===== config.mk =====
export PLATFORM = sky130hd
export DESIGN_NAME = dpt_top
export DESIGN_NICKNAME = d
export VERILOG_FILES = /design/src/hw/dpt_pkg.sv /design/src/hw/dpt_dither_if.sv /design/src/hw/dpt_top.sv /design/src/hw/dpt_dither.sv
export VERILOG_INCLUDE_DIRS = /design/src /design/src/hw
export SDC_FILE = /design/constraint.sdc
export NUM_CORES = 1
export LEC_CHECK = 0
export BUFFER_PORTS_ARGS = -buffer_cell sky130_fd_sc_hd__buf_2
export CORE_ASPECT_RATIO = 0.9
export CORE_MARGIN = 5
export CORE_UTILIZATION = 50
export CTS_CLUSTER_DIAMETER = 120
export DETAILED_ROUTE_END_ITERATION = 8
export GPL_ROUTABILITY_DRIVEN = 0
export GPL_TIMING_DRIVEN = 0
export HOLD_SLACK_MARGIN = 0.08
export PLACE_DENSITY = 0.68
export SLEW_MARGIN = 40
export SYNTH_ARGS = -nofsm -noshare
export SYNTH_HDL_FRONTEND = slang
export SYNTH_SLANG_ARGS = --single-unit

===== constraint.sdc =====
create_clock -name mclk -period 7.4 [get_ports mclk]
set_clock_uncertainty 0.15 [all_clocks]
set_input_delay 2.22 -clock mclk [delete_from_list [all_inputs] [get_ports mclk]]
set_output_delay 2.22 -clock mclk [all_outputs]
set_load 0.01 [all_outputs]

===== src/hw/dpt_params.svh =====
// Constants for the dead-time PWM timer fault input and dither block
`ifndef DPT_PARAMS_SVH
`define DPT_PARAMS_SVH

`define DPT_ADDR_W        4
`define DPT_DATA_W        16
`define DPT_LEN_W         12
`define DPT_FRAC_W        4
`define DPT_ACT_W         4

`define DPT_OFS_CTRL      4'h0
`define DPT_OFS_INPUT_A   4'h1
`define DPT_OFS_INPUT_B   4'h2
`define DPT_OFS_DITHER    4'h3
`define DPT_OFS_FRAC      4'h4
`define DPT_OFS_LEN_BASE  4'h5
`define DPT_OFS_STATUS    4'h9
`define DPT_OFS_MASK      4'ha
`define DPT_OFS_STATE     4'hb

`define DPT_CTRL_EN       0
`define DPT_CTRL_SHAPE_LO 1
`define DPT_CTRL_RESTART  3

`define DPT_ACT_NONE      4'h0
`define DPT_ACT_EXEC_WAIT 4'h2
`define DPT_ACT_STOP_ALL  4'h4
`define DPT_ACT_SW_WAIT   4'h7
`define DPT_ACT_EDGE_BLK  4'h9
`define DPT_ACT_LEVEL_BLK 4'ha

`define DPT_ST_CYCLE      0
`define DPT_ST_DITHER     1
`define DPT_ST_FAULT_A    2
`define DPT_ST_FAULT_B    3
`define DPT_ST_W          4

`define DPT_LEN_RESET     12'h00f
`define DPT_MASK_RESET    4'h0

`endif


===== src/hw/dpt_pkg.sv =====
// Types for the dead-time PWM timer fault input and dither block
`default_nettype none
package dpt_pkg;
	typedef enum logic [1:0] {
		DPT_ONE_RAMP  = 2'h0,
		DPT_TWO_RAMP  = 2'h1,
		DPT_FOUR_RAMP = 2'h2,
		DPT_DUAL      = 2'h3
	} dpt_shape_type;

	typedef enum logic [1:0] {
		DPT_PL_OTB   = 2'h0,
		DPT_PL_OTAB  = 2'h1,
		DPT_PL_DTB   = 2'h2,
		DPT_PL_DTAB  = 2'h3
	} dpt_place_type;

	// Gray codes along dead A, on A, dead B, on B
	typedef enum logic [2:0] {
		DPT_DTA  = 3'h0,
		DPT_OTA  = 3'h1,
		DPT_DTB  = 3'h3,
		DPT_OTB  = 3'h2,
		DPT_WAIT = 3'h6
	} dpt_phase_type;
endpackage
`default_nettype wire


===== src/hw/dpt_dither_if.sv =====
// Carrier between sequencer and dither unit
`default_nettype none
`include "dpt_params.svh"
interface dpt_dither_if;
	import dpt_pkg::*;
	logic                   cycle_end;
	logic [`DPT_FRAC_W-1:0] frac;
	dpt_place_type          place;
	dpt_shape_type          shape;
	logic                   active;
	logic [3:0]             ext;
	logic [3:0]             comp;

	modport dith (input cycle_end, input frac, input place, input shape,
		output active, output ext, output comp);
	modport seq (output cycle_end, output frac, output place, output shape,
		input active, input ext, input comp);
endinterface
`default_nettype wire


===== src/hw/dpt_top.sv =====
// Dead-time PWM sequencer with fault input actions and dither
// Notes on behaviour
// - Action 9: input rising edge during its on-time blanks that output until on-time ends.
// - Action 9: input A acts on output A only, input B on output B.
// - Actions 9 and 10 never alter the phase sequence or period.
// - Action 10: output held off while its input is high, any phase.
// - Action 10: input dropping mid on-time keeps output off until that on-time ends.
// - Action 10: input A gates output A only, input B output B.
// - Action 2: end on-time, run other compare, wait; release restarts own dead-time.
// - Dither fraction added to accumulator once per timer cycle.
// - Accumulator carry lengthens the chosen phase by one clock.
// - Placement selects on B, on A and B, dead B, or dead A and B.
// - No dither extension in dual-slope shape.
// - One-ramp: on-time placements add one clock, dead-time placements none.
// - Two-ramp and four-ramp additions follow the per-placement counts.
// - Where cycle must not grow, the following phase is shortened by one.
// - Each input has its own action select field.
// - Action 7 halts until restart command; stays halted if input still high.
//
// Our own choices: the strobed register port and the register offsets.
`default_nettype none
`include "dpt_params.svh"
module dpt_top
	import dpt_pkg::*;
(
	input  wire logic                   mclk,
	input  wire logic                   rst_b,
	input  wire logic [`DPT_ADDR_W-1:0] reg_addr,
	input  wire logic [`DPT_DATA_W-1:0] reg_wdata,
	input  wire logic                   reg_write,
	input  wire logic                   reg_read,
	output logic      [`DPT_DATA_W-1:0] reg_rdata,
	input  wire logic                   event_a,
	input  wire logic                   event_b,
	output logic                        wave_out_a,
	output logic                        wave_out_b,
	output logic                        irq
);
	dpt_dither_if dith_bus ();
	dpt_dither u_dither (
		.mclk  (mclk),
		.rst_b (rst_b),
		.bus   (dith_bus)
	);
	// Register file state
	logic                   enable;
	logic                   next_enable;
	dpt_shape_type          shape;
	dpt_shape_type          next_shape;
	logic [`DPT_ACT_W-1:0]  act_a;
	logic [`DPT_ACT_W-1:0]  next_act_a;
	logic [`DPT_ACT_W-1:0]  act_b;
	logic [`DPT_ACT_W-1:0]  next_act_b;
	dpt_place_type          place;
	dpt_place_type          next_place;
	logic [`DPT_FRAC_W-1:0] frac;
	logic [`DPT_FRAC_W-1:0] next_frac;
	logic [`DPT_LEN_W-1:0]  len       [4];
	logic [`DPT_LEN_W-1:0]  next_len  [4];
	logic [`DPT_ST_W-1:0]   status;
	logic [`DPT_ST_W-1:0]   next_status;
	logic [`DPT_ST_W-1:0]   mask;
	logic [`DPT_ST_W-1:0]   next_mask;
	logic [`DPT_DATA_W-1:0] next_rdata;
	logic                   restart;
	logic                   next_restart;
	// Input synchronisers
	logic ev_a_m;
	logic ev_a_s;
	logic ev_a_p;
	logic ev_b_m;
	logic ev_b_s;
	logic ev_b_p;
	// Sequencer state
	dpt_phase_type          phase;
	dpt_phase_type          next_phase;
	logic [`DPT_LEN_W:0]    cnt;
	logic [`DPT_LEN_W:0]    next_cnt;
	logic                   pend;
	logic                   next_pend;
	logic                   pend_b;
	logic                   next_pend_b;
	logic                   sw_wait;
	logic                   next_sw_wait;
	logic                   blk_a;
	logic                   next_blk_a;
	logic                   blk_b;
	logic                   next_blk_b;
	logic                   next_wave_a;
	logic                   next_wave_b;
	logic                   next_irq;
	logic [1:0]             pidx;
	logic [`DPT_LEN_W+1:0]  eff_len;
	logic                   phase_end;
	logic                   rise_a;
	logic                   rise_b;
	logic                   hit_a;
	logic                   hit_b;
	logic                   stop_all;
	logic                   sw_fault;
	logic                   cycle_end;
	// Two flops before any logic sees the event lines
	always_ff @(posedge mclk or negedge rst_b) begin
		if (!rst_b) begin
			ev_a_m <= 1'b0;
			ev_a_s <= 1'b0;
			ev_a_p <= 1'b0;
			ev_b_m <= 1'b0;
			ev_b_s <= 1'b0;
			ev_b_p <= 1'b0;
		end else begin
			ev_a_m <= event_a;
			ev_a_s <= ev_a_m;
			ev_a_p <= ev_a_s;
			ev_b_m <= event_b;
			ev_b_s <= ev_b_m;
			ev_b_p <= ev_b_s;
		end
	end

	assign rise_a = ev_a_s && !ev_a_p;
	assign rise_b = ev_b_s && !ev_b_p;
	// Only implemented actions count as faults
	assign hit_a = ev_a_s && (act_a == `DPT_ACT_EXEC_WAIT || act_a == `DPT_ACT_STOP_ALL ||
		act_a == `DPT_ACT_SW_WAIT || act_a == `DPT_ACT_EDGE_BLK || act_a == `DPT_ACT_LEVEL_BLK);
	assign hit_b = ev_b_s && (act_b == `DPT_ACT_EXEC_WAIT || act_b == `DPT_ACT_STOP_ALL ||
		act_b == `DPT_ACT_SW_WAIT || act_b == `DPT_ACT_EDGE_BLK || act_b == `DPT_ACT_LEVEL_BLK);
	assign stop_all = (ev_a_s && act_a == `DPT_ACT_STOP_ALL) || (ev_b_s && act_b == `DPT_ACT_STOP_ALL);
	assign sw_fault = (ev_a_s && act_a == `DPT_ACT_SW_WAIT) || (ev_b_s && act_b == `DPT_ACT_SW_WAIT);

	// Phase length with dither extension and compensation
	assign pidx = (phase == DPT_OTA) ? 2'd1 : (phase == DPT_DTB) ? 2'd2 : (phase == DPT_OTB) ? 2'd3 : 2'd0;
	always_comb begin
		eff_len = {2'b00, len[pidx]} + {{(`DPT_LEN_W+1){1'b0}}, dith_bus.ext[pidx]}
			- {{(`DPT_LEN_W+1){1'b0}}, dith_bus.comp[pidx]};
		if (eff_len[`DPT_LEN_W+1] || eff_len == '0)
			eff_len = {{(`DPT_LEN_W+1){1'b0}}, 1'b1};
	end
	assign phase_end = ({1'b0, cnt} + {{(`DPT_LEN_W+1){1'b0}}, 1'b1}) >= eff_len;
	assign cycle_end = enable && phase == DPT_OTB && phase_end;
	assign dith_bus.cycle_end = cycle_end;
	assign dith_bus.frac      = frac;
	assign dith_bus.place     = place;
	assign dith_bus.shape     = shape;
	// Phase sequencer; actions 9 and 10 never touch it
	always_comb begin
		next_phase   = phase;
		next_cnt     = cnt;
		next_pend    = pend;
		next_pend_b  = pend_b;
		next_sw_wait = sw_wait;
		if (!enable) begin
			next_phase   = DPT_DTA;
			next_cnt     = '0;
			next_pend    = 1'b0;
			next_sw_wait = 1'b0;
		end else if (sw_fault && !sw_wait) begin
			next_phase   = DPT_WAIT;
			next_sw_wait = 1'b1;
			next_pend    = 1'b0;
			next_cnt     = '0;
		end else if (phase == DPT_WAIT) begin
			if (sw_wait) begin
				if (restart && !sw_fault) begin
					next_phase   = DPT_DTA;
					next_sw_wait = 1'b0;
				end
			end else if (!(pend_b ? ev_b_s : ev_a_s)) begin
				next_phase = pend_b ? DPT_DTB : DPT_DTA;
				next_pend  = 1'b0;
			end
		end else if (!pend && ev_a_s && act_a == `DPT_ACT_EXEC_WAIT && (phase == DPT_DTA || phase == DPT_OTA)) begin
			next_phase  = DPT_DTB;
			next_pend   = 1'b1;
			next_pend_b = 1'b0;
			next_cnt    = '0;
		end else if (!pend && ev_b_s && act_b == `DPT_ACT_EXEC_WAIT && (phase == DPT_DTB || phase == DPT_OTB)) begin
			next_phase  = DPT_DTA;
			next_pend   = 1'b1;
			next_pend_b = 1'b1;
			next_cnt    = '0;
		end else if (phase_end) begin
			next_cnt = '0;
			case (phase)
				DPT_DTA: next_phase = DPT_OTA;
				DPT_OTA: next_phase = (pend && pend_b) ? (ev_b_s ? DPT_WAIT : DPT_DTB) : DPT_DTB;
				DPT_DTB: next_phase = DPT_OTB;
				DPT_OTB: next_phase = (pend && !pend_b) ? (ev_a_s ? DPT_WAIT : DPT_DTA) : DPT_DTA;
				default: next_phase = DPT_DTA;
			endcase
			if ((phase == DPT_OTA && pend && pend_b && !ev_b_s) || (phase == DPT_OTB && pend && !pend_b && !ev_a_s))
				next_pend = 1'b0;
		end else begin
			next_cnt = cnt + {{`DPT_LEN_W{1'b0}}, 1'b1};
		end
	end

	// Output blanking; an edge in the last on-time cycle sets nothing
	always_comb begin
		next_blk_a = blk_a;
		next_blk_b = blk_b;
		if (phase != DPT_OTA || (phase_end && !(act_a == `DPT_ACT_LEVEL_BLK && ev_a_s)))
			next_blk_a = 1'b0;
		if (phase != DPT_OTB || (phase_end && !(act_b == `DPT_ACT_LEVEL_BLK && ev_b_s)))
			next_blk_b = 1'b0;
		if (phase == DPT_OTA && !phase_end && act_a == `DPT_ACT_EDGE_BLK && rise_a)
			next_blk_a = 1'b1;
		if (phase == DPT_OTB && !phase_end && act_b == `DPT_ACT_EDGE_BLK && rise_b)
			next_blk_b = 1'b1;
		if (act_a == `DPT_ACT_LEVEL_BLK && ev_a_s && next_phase == DPT_OTA)
			next_blk_a = 1'b1;
		if (act_b == `DPT_ACT_LEVEL_BLK && ev_b_s && next_phase == DPT_OTB)
			next_blk_b = 1'b1;
		next_wave_a = enable && next_phase == DPT_OTA && !next_blk_a && !stop_all
			&& !(act_a == `DPT_ACT_LEVEL_BLK && ev_a_s);
		next_wave_b = enable && next_phase == DPT_OTB && !next_blk_b && !stop_all
			&& !(act_b == `DPT_ACT_LEVEL_BLK && ev_b_s);
	end

	always_ff @(posedge mclk or negedge rst_b) begin
		if (!rst_b) begin
			phase      <= DPT_DTA;
			cnt        <= '0;
			pend       <= 1'b0;
			pend_b     <= 1'b0;
			sw_wait    <= 1'b0;
			blk_a      <= 1'b0;
			blk_b      <= 1'b0;
			wave_out_a <= 1'b0;
			wave_out_b <= 1'b0;
		end else begin
			phase      <= next_phase;
			cnt        <= next_cnt;
			pend       <= next_pend;
			pend_b     <= next_pend_b;
			sw_wait    <= next_sw_wait;
			blk_a      <= next_blk_a;
			blk_b      <= next_blk_b;
			wave_out_a <= next_wave_a;
			wave_out_b <= next_wave_b;
		end
	end

	// Register bus; status sets win over a same-cycle clear
	always_comb begin
		next_enable  = enable;
		next_shape   = shape;
		next_act_a   = act_a;
		next_act_b   = act_b;
		next_place   = place;
		next_frac    = frac;
		next_mask    = mask;
		next_restart = 1'b0;
		next_status  = status;
		for (int i = 0; i < 4; i++) begin
			next_len[i] = len[i];
		end
		if (reg_write) begin
			case (reg_addr)
				`DPT_OFS_CTRL: begin
					next_enable  = reg_wdata[`DPT_CTRL_EN];
					next_shape   = dpt_shape_type'(reg_wdata[`DPT_CTRL_SHAPE_LO +: 2]);
					next_restart = reg_wdata[`DPT_CTRL_RESTART];
				end
				`DPT_OFS_INPUT_A: next_act_a = reg_wdata[`DPT_ACT_W-1:0];
				`DPT_OFS_INPUT_B: next_act_b = reg_wdata[`DPT_ACT_W-1:0];
				`DPT_OFS_DITHER:  next_place = dpt_place_type'(reg_wdata[1:0]);
				`DPT_OFS_FRAC:    next_frac  = reg_wdata[`DPT_FRAC_W-1:0];
				`DPT_OFS_STATUS:  next_status = status & ~reg_wdata[`DPT_ST_W-1:0];
				`DPT_OFS_MASK:    next_mask  = reg_wdata[`DPT_ST_W-1:0];
				default: begin
					if (reg_addr >= `DPT_OFS_LEN_BASE && reg_addr < `DPT_OFS_STATUS)
						next_len[2'(reg_addr - `DPT_OFS_LEN_BASE)] = reg_wdata[`DPT_LEN_W-1:0];
				end
			endcase
		end
		if (cycle_end)
			next_status[`DPT_ST_CYCLE] = 1'b1;
		if (cycle_end && dith_bus.active)
			next_status[`DPT_ST_DITHER] = 1'b1;
		if (rise_a && hit_a)
			next_status[`DPT_ST_FAULT_A] = 1'b1;
		if (rise_b && hit_b)
			next_status[`DPT_ST_FAULT_B] = 1'b1;
		next_irq = |(next_status & next_mask);
		next_rdata = '0;
		if (reg_read) begin
			case (reg_addr)
				`DPT_OFS_CTRL:    next_rdata = {{(`DPT_DATA_W-3){1'b0}}, shape, enable};
				`DPT_OFS_INPUT_A: next_rdata = {{(`DPT_DATA_W-`DPT_ACT_W){1'b0}}, act_a};
				`DPT_OFS_INPUT_B: next_rdata = {{(`DPT_DATA_W-`DPT_ACT_W){1'b0}}, act_b};
				`DPT_OFS_DITHER:  next_rdata = {{(`DPT_DATA_W-2){1'b0}}, place};
				`DPT_OFS_FRAC:    next_rdata = {{(`DPT_DATA_W-`DPT_FRAC_W){1'b0}}, frac};
				`DPT_OFS_STATUS:  next_rdata = {{(`DPT_DATA_W-`DPT_ST_W){1'b0}}, status};
				`DPT_OFS_MASK:    next_rdata = {{(`DPT_DATA_W-`DPT_ST_W){1'b0}}, mask};
				`DPT_OFS_STATE:   next_rdata = {{(`DPT_DATA_W-8){1'b0}}, blk_b, blk_a, wave_out_b, wave_out_a,
					sw_wait, phase};
				default: begin
					if (reg_addr >= `DPT_OFS_LEN_BASE && reg_addr < `DPT_OFS_STATUS)
						next_rdata = {{(`DPT_DATA_W-`DPT_LEN_W){1'b0}}, len[2'(reg_addr - `DPT_OFS_LEN_BASE)]};
				end
			endcase
		end
	end

	always_ff @(posedge mclk or negedge rst_b) begin
		if (!rst_b) begin
			enable    <= 1'b0;
			shape     <= DPT_ONE_RAMP;
			act_a     <= `DPT_ACT_NONE;
			act_b     <= `DPT_ACT_NONE;
			place     <= DPT_PL_OTB;
			frac      <= '0;
			status    <= '0;
			mask      <= `DPT_MASK_RESET;
			restart   <= 1'b0;
			reg_rdata <= '0;
			irq       <= 1'b0;
			for (int i = 0; i < 4; i++) begin
				len[i] <= `DPT_LEN_RESET;
			end
		end else begin
			enable    <= next_enable;
			shape     <= next_shape;
			act_a     <= next_act_a;
			act_b     <= next_act_b;
			place     <= next_place;
			frac      <= next_frac;
			status    <= next_status;
			mask      <= next_mask;
			restart   <= next_restart;
			reg_rdata <= next_rdata;
			irq       <= next_irq;
			for (int i = 0; i < 4; i++) begin
				len[i] <= next_len[i];
			end
		end
	end
endmodule
`default_nettype wire


===== src/hw/dpt_dither.sv =====
// Dither accumulator and per-phase extend/shorten masks
`default_nettype none
`include "dpt_params.svh"
module dpt_dither
	import dpt_pkg::*;
(
	input  wire logic mclk,
	input  wire logic rst_b,
	dpt_dither_if.dith bus
);
	logic [`DPT_FRAC_W-1:0] acc;
	logic [`DPT_FRAC_W-1:0] next_acc;
	logic                   ovf;
	logic                   next_ovf;
	logic [`DPT_FRAC_W:0]   sum;
	logic [3:0]             place_mask;

	always_comb begin
		sum = {1'b0, acc} + {1'b0, bus.frac};
		next_acc = acc;
		next_ovf = ovf;
		if (bus.cycle_end) begin
			next_acc = sum[`DPT_FRAC_W-1:0];
			next_ovf = sum[`DPT_FRAC_W];
		end
	end

	always_ff @(posedge mclk or negedge rst_b) begin
		if (!rst_b) begin
			acc <= '0;
			ovf <= 1'b0;
		end else begin
			acc <= next_acc;
			ovf <= next_ovf;
		end
	end

	// Phase index: 0 dead A, 1 on A, 2 dead B, 3 on B
	always_comb begin
		case (bus.place)
			DPT_PL_OTB:  place_mask = 4'h8;
			DPT_PL_OTAB: place_mask = 4'ha;
			DPT_PL_DTB:  place_mask = 4'h4;
			DPT_PL_DTAB: place_mask = 4'h5;
			default:     place_mask = 4'h0;
		endcase
	end

	assign bus.active = ovf && (bus.shape != DPT_DUAL);

	genvar i;
	generate
		for (i = 0; i < 4; i++) begin : g_phase
			logic need_comp;
			// Phases that do not set the cycle length are paid back by the next state
			always_comb begin
				case (bus.shape)
					DPT_ONE_RAMP: need_comp = (i % 2 == 0) || (i == 1);
					DPT_TWO_RAMP: need_comp = (i % 2 == 0);
					default:      need_comp = 1'b0;
				endcase
			end
			assign bus.ext[i] = bus.active && place_mask[i];
			assign bus.comp[(i + 1) % 4] = bus.ext[i] && need_comp;
		end
	endgenerate
endmodule
`default_nettype wire


* Yosys cells after proc, flatten, opt, wreduce, memory -nomap -nowiden
Cells that the tools add are included.
** Storage, ports and cells
- Word-level logic and storage cells :: 272
- Output and inout port bits :: 19
- Input port bits :: 26
- Flip-flop bits (word level) :: 125
** Cells by class
- Equality and inequality tests :: 36
- Muxes and demuxes :: 77
- Reduce and logical (&&, ||, !) cells :: 106
- $add $sub $neg :: 6
- Order comparisons :: 7
- Bitwise gates (word level) :: 8
** Operators by type and width (count)
- $pmux W12 S8 :: 1
- $mux W12 :: 7
- $mux W13 :: 6
- $logic_and A1 B1 Y1 :: 59
- $bmux W12 S2 :: 2
- $bwmux W48 :: 1
- $mux W3 :: 13
- $mux W1 :: 33
- $eq A4 B4 Y1 const B :: 7
- $demux W12 S2 :: 1
- $eq A4 B3 Y1 const B :: 5
- $eq A4 B2 Y1 const B :: 4
- $logic_or A1 B1 Y1 :: 16
- $mux W4 :: 4
- $pmux W4 S4 :: 1
- $add A13 B1 Y14 const B :: 1
- $ge A14 B14 Y1 :: 1
- $logic_not A1 Y1 :: 14
- $logic_not A14 Y1 :: 1
- $mux W14 :: 1
- $sub A13 B1 Y14 :: 1
- $add A12 B1 Y13 :: 1
- $add A13 B1 Y13 const B :: 1
- $ne A6 B1 Y1 const B :: 2
- other kinds (35) :: 57

* Longest topological paths before layout
- Depth in word-level cells :: 27
- Mapped depth :: 27
- Gate-level depth less buffers :: 24

* By module
A second synthesis with hierarchy kept.
** Unflattened totals
- Cell total of the unflattened synthesis :: 736
- Area, all modules :: 7596.0 µm²
** By module, submodules not included
- dpt_top :: sequential area each 2922.8 µm², area an instance 7188.1 µm², instances 1, cells each 687
- dpt_dither :: sequential area each 125.1 µm², area an instance 407.9 µm², instances 1, cells each 49

* Worst setup path before layout
OpenSTA, ideal clock, no wires.
- Path kind :: register to register
- Start point :: register phase[0]
- End point :: register irq
- Clock period less this slack :: 6725 ps
- Library setup time :: 126 ps
- Arrival time :: 6449 ps
- Path slack :: 675 ps
- Required time :: 7124 ps
- Buffers on the path :: 4
- Stages on the path, launching flop included :: 26
- Cell sequence :: dfrtp_1 > clkbuf_1 > clkbuf_1 > buf_1 > xnor2_1 > a21oi_1 > o22ai_1 > nand2_1 > ha_1 > inv_1 > ha_1 > fa_1 > xor2_1 > or4_1 > or4_1 > or4_1 > o311ai_2 > ha_1 > nand2b_1 > a2111o_1 > a21oi_1 > nand3_1 > and3_1 > buf_2 > a22o_1 > a221o_1
** Between the ends
- Cells in the longest elaborated chain, start to end :: 19
- Elaborated cells between the ends (all ways) :: 27
- Classes of those cells :: add/sub: 2; order compare: 1; eq/ne: 3; mux: 13; bitwise: 2; reduce/logical: 6
** RTL lines
- start: declaration :: line dpt_top.sv:75 : dpt_phase_type phase;
- start signal: assignment :: line dpt_top.sv:232 : phase <= next_phase;
- $eq A3 B2 Y1 :: line dpt_top.sv:132, dpt_top.sv:140
- $mux W2 (3 in series) :: line dpt_top.sv:132 : assign pidx = (phase == DPT_OTA) ? 2'd1 : (phase == DPT_DTB) ? 2'd2 : (phase == DPT_OTB) ? 2'd3 : 2'd0;
- $not A2 Y3 (implied by the code) :: line dpt_top.sv:134 : eff_len = {2'b00, len[pidx]} + {{(`DPT_LEN_W+1){1'b0}}, dith_bus.ext[pidx]}
- $bmux W12 S2 :: line dpt_top.sv:134
- $mux W12 (implied by the code) (2 in series) :: line dpt_top.sv:134
- $add A12 B1 Y13 :: line dpt_top.sv:134
- $sub A13 B1 Y14 :: line dpt_top.sv:134
- $logic_not A14 Y1 :: line dpt_top.sv:136 : if (eff_len[`DPT_LEN_W+1] || eff_len == '0)
- (+2 left out)
- $ge A14 B14 Y1 :: line dpt_top.sv:139 : assign phase_end = ({1'b0, cnt} + {{(`DPT_LEN_W+1){1'b0}}, 1'b1}) >= eff_len;
- $logic_and A1 B1 Y1 (*) :: line dpt_top.sv:140 : assign cycle_end = enable && phase == DPT_OTB && phase_end;
- $logic_and A1 B1 Y1 (*) :: line dpt_top.sv:279 : if (cycle_end && dith_bus.active)
- $mux W1 (*) :: line dpt_top.sv:279
- net next_status[1] :: line dpt_top.sv:61 : logic [`DPT_ST_W-1:0] next_status;
- $and A4 B4 Y4 (*) :: line dpt_top.sv:285 : next_irq = |(next_status & next_mask);
- $reduce_or A4 Y1 (*) :: line dpt_top.sv:285
- net next_irq :: line dpt_top.sv:91 : logic next_irq;
- end signal: assignment :: line dpt_top.sv:333 : irq <= next_irq;
- end: declaration :: line dpt_top.sv:37 : output logic irq
Mark *: on every way through the listed nets, which the timed path passes. The rest lies on a longest branch. The select of a mux whose other input is x is not followed.
A chain may end at the register's enable or synchronous reset.

* Final worst setup path
- Start point :: register phase[1]
- End point :: register wave_out_a
** Between the ends
- Cells in the longest elaborated chain, start to end :: 27
- Elaborated cells between the ends (all ways) :: 53
- Classes of those cells :: add/sub: 2; order compare: 1; eq/ne: 6; mux: 24; bitwise: 1; reduce/logical: 19
** RTL lines
- $eq A3 B2 Y1 :: line dpt_top.sv:132, dpt_top.sv:177, dpt_top.sv:184
- $mux W2 (3 in series) :: line dpt_top.sv:132
- $not A2 Y3 (implied by the code) :: line dpt_top.sv:134
- $bmux W12 S2 :: line dpt_top.sv:134
- $mux W12 (implied by the code) (2 in series) :: line dpt_top.sv:134
- $add A12 B1 Y13 :: line dpt_top.sv:134
- $sub A13 B1 Y14 :: line dpt_top.sv:134
- $logic_not A14 Y1 :: line dpt_top.sv:136
- (+7 left out)
- $mux W3 :: line dpt_top.sv:157 : end else if (sw_fault && !sw_wait) begin
- $mux W3 :: line dpt_top.sv:152 : if (!enable) begin
- $eq A3 B1 Y1 :: line dpt_top.sv:210, dpt_top.sv:214
- $logic_and A1 B1 Y1 :: line dpt_top.sv:210 : if (act_a == `DPT_ACT_LEVEL_BLK && ev_a_s && next_phase == DPT_OTA)
- $mux W1 :: line dpt_top.sv:210
- $logic_not A1 Y1 :: line dpt_top.sv:214 : next_wave_a = enable && next_phase == DPT_OTA && !next_blk_a && !stop_all
- $logic_and A1 B1 Y1 (*) (3 in series) :: line dpt_top.sv:214
- net next_wave_a :: line dpt_top.sv:89 : logic next_wave_a;
- end signal: assignment :: line dpt_top.sv:239 : wave_out_a <= next_wave_a;
- end: declaration :: line dpt_top.sv:35 : output logic wave_out_a,
Marks and branches as above.

==> flow_summary_export.csv <==
group,metric,value,unit
route,dr.first_iter.drc_count,536,
logic_synthesis,yosys_warnings,0,
worst_setup_path,worst-path-buf-inv,3,
worst_setup_path,slowest_stage,"clkbuf_2",
clock_tree,cts_root_buffer,"clkbuf_16",
global_routing,grt_pass1_wl,32.3,mm
worst_setup_path,cp_top_family,"compound AO/OA/AOI/OAI gates",
clock_tree,cts.reportedPaths.clkPinSlew,0.06,ns
die,rows,42,
logic_synthesis,synthTopCellsByArea,"dfrtp_1 35%, mux2_2 11%, ha_1 6.4%",
timing,max_freq,140,MHz
route,vias,6161,
clock_tree,post_cts_buffers,0,
worst_setup_path,critPathKind,"reg -> reg",
global_routing,grt_overflow,0,
logic_synthesis,yosys-top-cells-count,"105 x dfrtp_1, 75 x mux2_2, 60 x a21oi_1, 60 x nand2_1, 46 x nor2_1",
die,die-width,140,um
logic_synthesis,synth.distinct_cells,73,
die,initial_core_util,0.514,
global_routing,grt_pass1_vias,6184,
clock_tree,cts_inserted_buffers,17,
clock_tree,cts_sinks,121,
power,p_leak,3.83,nW
final_layout,synthToLayoutAreaGrowth,14.5,%
timing,tightest_slew,0.784,ns
power,p_per_area,364,nW/um^2
global_routing,grt_antenna_before_repair,0,
logic_synthesis,synth_seq_cells,121,
worst_setup_path,startpoint_type,"register",
worst_setup_path,cpPeakStageDelay,0.53,ns
timing,maxSlewViolCount,0,
final_layout,num-nets-final,874,
timing,fin_crit,7.12,ns
logic_synthesis,synth-async-reset-ratio,1.00,
route,drt.antenna.violating_nets,0,
clock_tree,tritoncts,"yes",
worst_setup_path,critPathCaptureType,"register",
worst_setup_path,path_cells,"clkbuf_1, clkbuf_2, a21oi_1, o22ai_1, nand2_1, ha_1, inv_1, ha_1, fa_1, a211oi_2, o21ai_0, a21oi_2, xnor2_1, or4_1, or4_1, o311ai_2, ha_1, nand2b_1, a2111o_1, a21oi_4, a311oi_1, a311oi_2, o311ai_1, nor4b_1",
worst_setup_path,cp_max_fo,19,
worst_setup_path,path_common_cell,"ha_1",
power,ir_worst_vdd,0.355,mV
clock_tree,htree_levels,4,
logic_synthesis,syn_area,7610,um^2
clock_tree,postCtsHoldBufs,0,
final_layout,final_layout_size_suffix_gt1_frac,0.244,
die,dieArea,17800,um^2
logic_synthesis,seq_area_frac_synth,0.400,
final_layout,diodes,0,
route,drcViolationCount,0,
worst_setup_path,arrival,7.25,ns
timing,finalSetupViolations,0,
global_routing,grt_start_max_net_pins,73,
global_routing,grt_use_total,0.227,
placed_design,io_buffers,32,
worst_setup_path,required,7.53,ns
final_layout,final_cell_area,8710,um^2
min_path,min_path_type,"reg -> reg",
timing,hold_violations,0,
logic_synthesis,synth_top_cell_area_share,0.345,
route,wl,19.8,mm
placed_design,hpwl,14.2,mm
clock_tree,cts_buffer_depth,2,
die,core_area,14800,um^2
clock_tree,clock_latency,0.42,ns
outcome,status,"finished clean",
logic_synthesis,syn_inst,755,
timing,rsz0062_at_grt,"true",
route,drtPass1Iterations,5,
route,drt-wirelength-per-cell,19.5,um
placed_design,postPlaceCellArea,8070,um^2
logic_synthesis,synth_edf_count,0,
die,num_io_pins,45,
timing,whs,0.206,ns
logic_synthesis,synth_top_cell_by_area,"dfrtp_1",
timing,min_period_over_period,0.962,
route,viasPerCell,6.05,
die,die_h,127,um
logic_synthesis,yosysMostFrequentCell,"dfrtp_1",
logic_synthesis,synthFlopType,"dfrtp_1",
timing,relSlewSlack,0.477,
logic_synthesis,synth.avg_cell_area,10.1,um^2
flow_run,maxCapViolCount,0,
## registers in the layout, summed over array words and instances (netlist names), 2 cells and up
register / flops
act_a: 4
act_b: 4
cnt: 13
dith_bus.frac: 4
dith_bus.place: 2
dith_bus.shape: 2
len: 48
mask: 4
phase: 3
reg_rdata: 12
status: 4
u_dither.acc: 4
## placed cells by master (no fill, tap or decap), types with 14 or more instances in the layout
cell type	count
buf_2	36
nand2_1	60
ha_1	39
o21ai_0	26
nand3_1	17
mux2i_1	14
dfstp_2	16
inv_1	34
mux2_2	75
a21oi_1	57
clkbuf_16	18
clkbuf_1	31
xnor2_1	19
nor2_1	46
dfrtp_1	104
## routing by layer
metal  track usage  vias to the layer above  share of wire  wire, um
met4        0.0798                        0          0.025       487
met1         0.316                     3057           0.45      9000
met3        0.0482                       46          0.056      1110
li1              -                     2845              -         -
met5             0                        -              0         0
met2         0.355                      213           0.47      9210
## what timing repair did
| item | CTS | global route |
|---|---|---|
| gates cloned | 0 | 0 |
| setup endpoints to repair | 29 | 20 |
| resized for setup | 9 | 14 |
## area by class of cell
type / instances / area, um^2
clock buffer: 20 / 478
tap: 198 / 248
sequential: 121 / 3050
buffer: 47 / 231
timing repair buffer: 33 / 198
clock inverter: 12 / 111
inverter: 34 / 128
multi-input combinational: 553 / 4270
fill: 1286 / 6100
## path summary, 6_finish.rpt
kind	startpoint	endpoint	slack, ns	depth (start not counted)
worst max-delay path	phase[1]$_DFF_PN0_	wave_out_a$_DFF_PN0_	0.28	24
worst min-delay path	ev_b_m$_DFF_PN0_	ev_b_s$_DFF_PN0_	0.21	0
worst max register to register	phase[1]$_DFF_PN0_	wave_out_a$_DFF_PN0_	0.28	24
worst min register to register	ev_b_m$_DFF_PN0_	ev_b_s$_DFF_PN0_	0.21	0
max in group asynchronous	rst_b	len[24]$_DFFE_PN1P_	4.82	2
min in group asynchronous	rst_b	ev_b_p$_DFF_PN0_	1.56	1
## through the flow
stage	utilization	setup TNS [ns]	instances	setup slack, ns	power (mW)
floorplan	-	0	758	0.675	1.96
global placement	0.542	-5.02	988	-0.465	2.24
detailed placement	0.545	-9.72	989	-0.621	2.31
CTS	0.585	0	1019	0.0751	3.15
global route	0.588	-0.0300	1018	-0.0300	3.39
finish	0.588	0	1018	0.279	3.17
## power breakdown
group          total [mW]  internal [mW]  switching (mW)
registers           0.917          0.804           0.113
logic                1.43          0.643           0.792
clock network       0.821          0.502           0.319
total                3.17           1.95            1.22
## cells by family (layout without fill, tap and decap cells)
family          Yosys count  in the layout  synth area share
compound gates          176            176             0.152
xor+xnor                 26             26            0.0299
fa+ha+maj                41             41            0.0694
buf+inv                  84            146            0.0467
flops                   121            121             0.400
mux                     101            101             0.165
other cells               2              5          0.000986
simple gates            204            204             0.136
Power figures use the tool's default switching activity.
